$ cat src/rtl/asip_pkg.sv
package asip_pkg;
    localparam int ASIP_IRQ_VEC_W = 4;
    localparam logic [3:0] ASIP_KBD_VEC      = 4'h1;
    localparam logic [3:0] ASIP_SPURIOUS_VEC = 4'h7;
    localparam logic [3:0] ASIP_NONE_VEC     = 4'hF;
    localparam int ASIP_ADDR_W = 32;
    localparam logic [31:0] ASIP_WIN_BASE_RST = 32'hFEC00000;
    localparam logic [31:0] ASIP_WIN_MASK_RST = 32'hFFFFFF00;
    localparam int ASIP_DRAIN_W = 4;
    localparam logic [3:0] ASIP_DRAIN_CYCLES = 4'h4;
    localparam logic [3:0] ASIP_DRAIN_ZERO   = 4'h0;
    localparam logic [3:0] ASIP_DRAIN_ONE    = 4'h1;
    localparam logic ASIP_PIN_IDLE = 1'b1;
    localparam logic ASIP_MIRROR_RST = 1'b0;
    typedef enum logic [1:0] {
        ASIP_FL_IDLE,
        ASIP_FL_DRAIN,
        ASIP_FL_ACK
    } asip_flush_state_type;
endpackage : asip_pkg

$ cat src/rtl/asip_sideband_if.sv
`timescale 1ns/10ps
interface asip_sideband_if;
    logic flushReqN;
    logic flushAckN;
    logic intcChipSelN;
    logic timerIrqMirror;
    modport bridge (input flushReqN, output flushAckN, output intcChipSelN,
                    output timerIrqMirror);
    modport intc   (output flushReqN, input flushAckN, input intcChipSelN,
                    input timerIrqMirror);
endinterface : asip_sideband_if

$ cat src/rtl/asip_kbd_edge.sv
`timescale 1ns/10ps
module asip_kbd_edge
    import asip_pkg::*;
(
    input  wire logic                      core_clk,
    input  wire logic                      sys_rst,
    input  wire logic                      kbdIrqIn,
    input  wire logic                      intAckPulse,
    output logic                           kbdPending,
    output logic [ASIP_IRQ_VEC_W-1:0]      ackVector
);
    logic syncA_ff, syncB_ff, prev_ff, pend_ff;
    logic [ASIP_IRQ_VEC_W-1:0] vec_ff;
    logic nxt_pend;
    logic [ASIP_IRQ_VEC_W-1:0] nxt_vec;

    always_comb begin
        nxt_pend = pend_ff;
        nxt_vec  = vec_ff;
        if (intAckPulse) begin
            // line dropped before acknowledge: answer spurious
            if (pend_ff && syncB_ff)
                nxt_vec = ASIP_KBD_VEC;
            else if (pend_ff)
                nxt_vec = ASIP_SPURIOUS_VEC;
            else
                nxt_vec = ASIP_NONE_VEC;
            nxt_pend = 1'b0;
        end
        // edge only, no level mode exists; set beats clear
        if (syncB_ff && !prev_ff)
            nxt_pend = 1'b1;
    end

    always_ff @(posedge core_clk) begin
        if (sys_rst) begin
            syncA_ff <= 1'b0;
            syncB_ff <= 1'b0;
            prev_ff  <= 1'b0;
            pend_ff  <= 1'b0;
            vec_ff   <= ASIP_NONE_VEC;
        end else begin
            syncA_ff <= kbdIrqIn;
            syncB_ff <= syncA_ff;
            prev_ff  <= syncB_ff;
            pend_ff  <= nxt_pend;
            vec_ff   <= nxt_vec;
        end
    end

    assign kbdPending = pend_ff;
    assign ackVector  = vec_ff;
endmodule : asip_kbd_edge

$ cat src/rtl/asip_bridge_end.sv
// Notes on behaviour
// - acknowledge low once flush completes
// - acknowledge changes only on clock edges
// - request flushes fast DMA write buffers
// - controller requests before sending any message
// - controller waits for acknowledge before message
// - request synchronous, sampled without synchroniser
// - chip select on enabled in-window cycles
// - acknowledge, chip select high in reset
// - acknowledge pin general output when unused
// - chip select, mirror general outputs when unused
// - request pin general input, no flush
// - mirror follows timer interrupt level
// - mirror low during and after reset
// - keyboard line always edge triggered
// - keyboard rising edge latched pending
// - keyboard source holds until acknowledge
// - early drop answers with spurious line
`timescale 1ns/10ps
module asip_bridge_end
    import asip_pkg::*;
#(
    parameter int                DRAIN_W = ASIP_DRAIN_W,
    parameter logic [DRAIN_W-1:0] DRAIN_CYCLES = ASIP_DRAIN_CYCLES
)(
    input  wire logic                  core_clk,
    input  wire logic                  sys_rst,
    asip_sideband_if.bridge            sb,
    input  wire logic                  intcEnable,
    input  wire logic                  csEnable,
    input  wire logic [ASIP_ADDR_W-1:0] winBase,
    input  wire logic [ASIP_ADDR_W-1:0] winMask,
    input  wire logic                  pciCycleValid,
    input  wire logic [ASIP_ADDR_W-1:0] pciCycleAddr,
    input  wire logic                  fastBufPending,
    output logic                       flushBufReq,
    input  wire logic                  timerIrq,
    input  wire logic                  gpOutA,
    input  wire logic                  gpOutB,
    input  wire logic                  gpOutC,
    output logic                       gpInA,
    input  wire logic                  kbdIrqIn,
    input  wire logic                  intAckPulse,
    output logic                       kbdPending,
    output logic [ASIP_IRQ_VEC_W-1:0]  ackVector
);
    asip_flush_state_type state_ff, nxt_state;
    logic [DRAIN_W-1:0] drain_ff, nxt_drain;
    logic ackN_ff, nxt_ackN;
    logic csN_ff, nxt_csN;
    logic mirror_ff, nxt_mirror;
    logic gpIn_ff, nxt_gpIn;

    function automatic logic in_window(input logic [ASIP_ADDR_W-1:0] a,
                                       input logic [ASIP_ADDR_W-1:0] b,
                                       input logic [ASIP_ADDR_W-1:0] m);
        in_window = ((a & m) == (b & m));
    endfunction : in_window

    always_comb begin
        nxt_state = state_ff;
        nxt_drain = drain_ff;
        flushBufReq = 1'b0;
        case (state_ff)
            ASIP_FL_IDLE: begin
                // request is synchronous to our clock, read directly
                if (intcEnable && !sb.flushReqN) begin
                    nxt_state = ASIP_FL_DRAIN;
                    nxt_drain = DRAIN_CYCLES;
                end
            end
            ASIP_FL_DRAIN: begin
                flushBufReq = 1'b1;
                if (drain_ff != ASIP_DRAIN_ZERO[DRAIN_W-1:0])
                    nxt_drain = drain_ff - ASIP_DRAIN_ONE[DRAIN_W-1:0];
                else if (!fastBufPending)
                    nxt_state = ASIP_FL_ACK;
                if (!intcEnable)
                    nxt_state = ASIP_FL_IDLE;
            end
            ASIP_FL_ACK: begin
                // hold acknowledge until the controller drops request
                if (sb.flushReqN || !intcEnable)
                    nxt_state = ASIP_FL_IDLE;
            end
            default: nxt_state = ASIP_FL_IDLE;
        endcase
        if (intcEnable)
            nxt_ackN = (nxt_state != ASIP_FL_ACK) ? 1'b1 : 1'b0;
        else
            nxt_ackN = gpOutA;
        if (intcEnable)
            nxt_csN = !(csEnable && pciCycleValid
                        && in_window(pciCycleAddr, winBase, winMask));
        else
            nxt_csN = gpOutB;
        nxt_mirror = intcEnable ? timerIrq : gpOutC;
        nxt_gpIn   = intcEnable ? ASIP_PIN_IDLE : sb.flushReqN;
    end

    always_ff @(posedge core_clk) begin
        if (sys_rst) begin
            state_ff  <= ASIP_FL_IDLE;
            drain_ff  <= ASIP_DRAIN_ZERO[DRAIN_W-1:0];
            ackN_ff   <= ASIP_PIN_IDLE;
            csN_ff    <= ASIP_PIN_IDLE;
            mirror_ff <= ASIP_MIRROR_RST;
            gpIn_ff   <= ASIP_PIN_IDLE;
        end else begin
            state_ff  <= nxt_state;
            drain_ff  <= nxt_drain;
            ackN_ff   <= nxt_ackN;
            csN_ff    <= nxt_csN;
            mirror_ff <= nxt_mirror;
            gpIn_ff   <= nxt_gpIn;
        end
    end

    assign sb.flushAckN      = ackN_ff;
    assign sb.intcChipSelN   = csN_ff;
    assign sb.timerIrqMirror = mirror_ff;
    assign gpInA             = gpIn_ff;

    asip_kbd_edge u_kbd (
        .core_clk    (core_clk),
        .sys_rst     (sys_rst),
        .kbdIrqIn    (kbdIrqIn),
        .intAckPulse (intAckPulse),
        .kbdPending  (kbdPending),
        .ackVector   (ackVector)
    );
endmodule : asip_bridge_end

$ cat src/flat_wrapper.sv
// flat-port wrapper written by rule: the top's interface ports become plain ports
module asip_bridge_end_flat import asip_pkg::*;
#(
    parameter int                DRAIN_W = ASIP_DRAIN_W,
    parameter logic [DRAIN_W-1:0] DRAIN_CYCLES = ASIP_DRAIN_CYCLES
)
  (core_clk, sys_rst, intcEnable, csEnable, winBase, winMask, pciCycleValid, pciCycleAddr, fastBufPending, flushBufReq, timerIrq, gpOutA, gpOutB, gpOutC, gpInA, kbdIrqIn, intAckPulse, kbdPending, ackVector, sb_flushReqN, sb_flushAckN, sb_intcChipSelN, sb_timerIrqMirror);
  asip_sideband_if sb_i ();
  input  wire logic core_clk;
  input  wire logic sys_rst;
  input  wire logic intcEnable;
  input  wire logic csEnable;
  input  wire logic [ASIP_ADDR_W-1:0] winBase;
  input  wire logic [ASIP_ADDR_W-1:0] winMask;
  input  wire logic pciCycleValid;
  input  wire logic [ASIP_ADDR_W-1:0] pciCycleAddr;
  input  wire logic fastBufPending;
  output logic flushBufReq;
  input  wire logic timerIrq;
  input  wire logic gpOutA;
  input  wire logic gpOutB;
  input  wire logic gpOutC;
  output logic gpInA;
  input  wire logic kbdIrqIn;
  input  wire logic intAckPulse;
  output logic kbdPending;
  output logic [ASIP_IRQ_VEC_W-1:0] ackVector;
  input wire logic [$bits(sb_i.flushReqN)-1:0] sb_flushReqN;
  output wire logic [$bits(sb_i.flushAckN)-1:0] sb_flushAckN;
  output wire logic [$bits(sb_i.intcChipSelN)-1:0] sb_intcChipSelN;
  output wire logic [$bits(sb_i.timerIrqMirror)-1:0] sb_timerIrqMirror;
  assign sb_i.flushReqN = sb_flushReqN;
  assign sb_flushAckN = sb_i.flushAckN;
  assign sb_intcChipSelN = sb_i.intcChipSelN;
  assign sb_timerIrqMirror = sb_i.timerIrqMirror;
  asip_bridge_end #(.DRAIN_W(DRAIN_W), .DRAIN_CYCLES(DRAIN_CYCLES)) u_core (.core_clk(core_clk), .sys_rst(sys_rst), .sb(sb_i), .intcEnable(intcEnable), .csEnable(csEnable), .winBase(winBase), .winMask(winMask), .pciCycleValid(pciCycleValid), .pciCycleAddr(pciCycleAddr), .fastBufPending(fastBufPending), .flushBufReq(flushBufReq), .timerIrq(timerIrq), .gpOutA(gpOutA), .gpOutB(gpOutB), .gpOutC(gpOutC), .gpInA(gpInA), .kbdIrqIn(kbdIrqIn), .intAckPulse(intAckPulse), .kbdPending(kbdPending), .ackVector(ackVector));
endmodule
$ cat config.mk
export PLATFORM = sky130hd
export DESIGN_NAME = asip_bridge_end_flat
export DESIGN_NICKNAME = d
export VERILOG_FILES = /design/src/rtl/asip_pkg.sv /design/src/rtl/asip_sideband_if.sv /design/src/rtl/asip_kbd_edge.sv /design/src/rtl/asip_bridge_end.sv /design/src/flat_wrapper.sv
export SDC_FILE = /design/constraint.sdc
export NUM_CORES = 1
export LEC_CHECK = 0
export BUFFER_PORTS_ARGS = -buffer_cell sky130_fd_sc_hd__buf_2
export CAP_MARGIN = 40
export CORE_MARGIN = 3
export CORE_UTILIZATION = 34
export DETAILED_ROUTE_END_ITERATION = 16
export HOLD_SLACK_MARGIN = 0.06
export PLACE_DENSITY = 0.81
export REMOVE_ABC_BUFFERS = 1
export SLEW_MARGIN = 15
export SYNTH_ARGS = -nofsm -noshare
export SYNTH_HDL_FRONTEND = slang
export SYNTH_HIERARCHICAL = 1
export SYNTH_SLANG_ARGS = --single-unit
$ cat constraint.sdc
create_clock -name core_clk -period 1.9 [get_ports core_clk]
set_input_delay 0 -clock core_clk [delete_from_list [all_inputs] [get_ports core_clk]]
set_output_delay 0 -clock core_clk [all_outputs]
set_load 0.05 [all_outputs]
==> run_results.csv <==
group,metric,value,unit
die,die-area,3950,µm²
timing,fmax,573,MHz
timing,holdWs,0.0831,ns
synthesis,synth_flop_cell,"dfxtp_1",
timing,slew_violations,0,
global_route,grt_pass1_wl,5.78,mm
route,vias,1348,
route,vias_per_cell,4.59,
synthesis,synth_top_area_share,29.2,%
synthesis,syn_area_per_cell,9.00,µm²
setup_path,cp.buffers_inverters,1,
layout,final_area,1850,µm²
setup_path,worstPathCellList,"inv_1 > ha_1 > or3b_2 > a21o_2 > nand2_1 > xor2_1 > nor3_1",
job,maxCapViolations,0,
status,status,"complete, no violations",
synthesis,ys_ff_latch,16,
clock_network,clk_latency,0.29,ns
global_route,overflow,0,
die,start_util,35.7,%
setup_path,path_class,"flip-flop to flip-flop",
placement,pre_cts_slack,0.197,ns
route,drc,0,
timing,rsz0062_at_grt,"false",
route,totalWireLength,3.67,mm
route,drtIter0Drc,71,
clock_network,cts_resized,0,
timing,finalCritPeriodShare,91.9,%
global_route,antenna_found_initial,0,
setup_path,critPathLaunchType,"flip-flop",
synthesis,synth_edf_count,0,
clock_network,cts_tree,"done",
clock_network,post_cts.repair.setup_buffers,0,
clock_network,clk_transition_reported_paths,0.09,ns
global_route,track_usage,18.0,%
clock_network,h-tree-depth,1,
synthesis,yosysTopAreaCell,"dfxtp_1",
die,die_w,62.8,µm
synthesis,yosysWarnings,6,
layout,top_register,"u_core/drain_ff",
clock_network,clock_path_buffers,2,
synthesis,synth-seq-area-share,29.2,%
timing,fin_skew,0.0108,ns
layout,fillers,299,
synthesis,synth_cell_type_count,35,
power_and_ir_drop,vdd_drop_max,0.204,mV
timing,fin_tns_setup,0,ns
synthesis,syn-instance-count,122,
setup_path,crit_required,2.07,ns
global_route,grt_pass1_vias,1421,
placement,gp_congestion,0.878,
setup_path,critPathMaxFanout,4,
synthesis,synth_area,1100,µm²
synthesis,async_reset_ff_share,0,%
layout,drive_gt1_share,50.4,%
power_and_ir_drop,p_leak,0.934,nW
die,die_y,62.8,µm
timing,hold_violations,0,
placement,place.port_buffers,117,
power_and_ir_drop,power.density,488,nW/µm²
setup_path,critPathArrivalTime,1.91,ns
timing,post-route-worst-setup-slack,0.154,ns
global_route,grt.busiest_layer,"met2",
die,rows,20,
route,wl_per_cell,12.5,µm
timing,setup_violations,0,
placement,dp_hpwl,3.16,mm
route,ant_nets,0,
global_route,grt_max_degree,16,
setup_path,crit_path_end_kind,"flip-flop",
clock_network,hold_buffers,10,
global_route,gr-usage-met3,3.60,%
placement,dpl-instance-area,1710,µm²
setup_path,critical_path.top_delay_family,"simple AND/OR/NAND/NOR gates",
route,dr.pass1.iters,4,
die,core,3080,µm²
layout,nets,362,
global_route,use_met2,36.8,%
hold_path,hp-class,"primary input to flip-flop",
layout,area_growth,68.3,%
clock_network,cts_sinks,16,
clock_network,root_buffer,"clkbuf_4",
setup_path,slowest_stage,"or3b_2",
layout,multi_input_area,737,µm²
synthesis,synthTopCellsByArea,"dfxtp_1 (29%), xor2_1 (26%), a22oi_1 (8.2%)",
layout,seqCellArea,320,µm²
timing,fin_crit,1.75,ns
clock_network,cts_made_buffers,3,
die,io-pin-count,119,
global_route,use_met1,18.2,%
layout,largest_reg_flops,4,
layout,antennaDiodeCount,0,
setup_path,slowest_delay,0.46,ns
[cell usage in the layout, fill, tap and decap left out, types with 2 or more instances in the layout]
master,n
or3_1,2
nand2_1,4
nand4_1,3
dfxtp_1,16
nor2b_1,6
clkbuf_4,3
buf_2,117
dlygate4sd3_1,10
nor2_1,6
inv_1,4
nor3_1,5
a31oi_1,2
ha_1,2
xor2_1,33
nand2b_1,2
a22oi_1,12
a21oi_1,3
[Yosys cell counts, types with 2 or more instances]
cell	number
nor2_1	6
a22oi_1	12
ha_1	2
a31oi_1	2
a21oi_1	3
buf_4	2
xor2_1	33
nand4_1	3
nor3_1	5
inv_1	4
nand2_1	4
or3_1	2
nor2b_1	6
nand2b_1	2
dfxtp_1	16
[power breakdown]
group	switching (mW)	internal [mW]	total, mW	leakage (nW)
sequential	0.0108	0.351	0.362	0.131
clock	0.103	0.117	0.220	0.0210
combinational	0.146	0.174	0.320	0.782
[kinds of logic after synthesis]
group / count (synthesis) / synth area share, %
simple gates: 34 / 17.8
compound gates: 27 / 18.7
xor+xnor: 34 / 27.1
other cells: 1 / 0.341
fa+ha+maj: 2 / 2.28
flops: 16 / 29.2
mux: 1 / 0.911
buf+inv: 7 / 3.76
[path summary, 6_finish.rpt]
check / cells after the start / slack (ns) / endpoint / startpoint
max: 7 / 0.15 / u_core/drain_ff[3] / u_core/drain_ff[0]
min: 4 / 0.08 / u_core/sb.intcChipSelN / winMask[24]
max reg2reg: 7 / 0.15 / u_core/drain_ff[3] / u_core/drain_ff[0]
min reg2reg: 2 / 0.46 / u_core/u_kbd/kbdPending / u_core/u_kbd/syncB_ff
[worst min-delay path: cells and delay by family]
| family | cells | cell delay, ns |
|---|---|---|
| compound gates | 2 | 0.19 |
| buf+inv | 1 | 0.07 |
| simple gates | 1 | 0.07 |
[final cells by class]
| class | count | area share, % |
|---|---|---|
| inverter | 4 | 0.812 |
| multi-input combinational | 99 | 39.9 |
| sequential | 16 | 17.3 |
| tap | 44 | 2.98 |
| clock buffer | 4 | 1.96 |
| timing repair buffer | 127 | 37.1 |
[metal layers]
| metal | vias to the layer above | part of all wire (%) |
|---|---|---|
| met1 | 579 | 36 |
| met2 | 73 | 54 |
| met4 | 0 | 1.4 |
| li1 | 690 | - |
| met3 | 6 | 8.4 |
| met5 | - | 0 |
[per-stage QoR]
step	cells	util [%]	total power, mW
final	294	60.1	0.902
after global routing	294	60.1	0.965
after CTS	294	60.1	0.909
after detailed placement	280	55.7	0.672
after global placement	280	55.7	0.665
after floorplan	119	-	0.518
No activity file was read; power rests on OpenSTA's default activity.
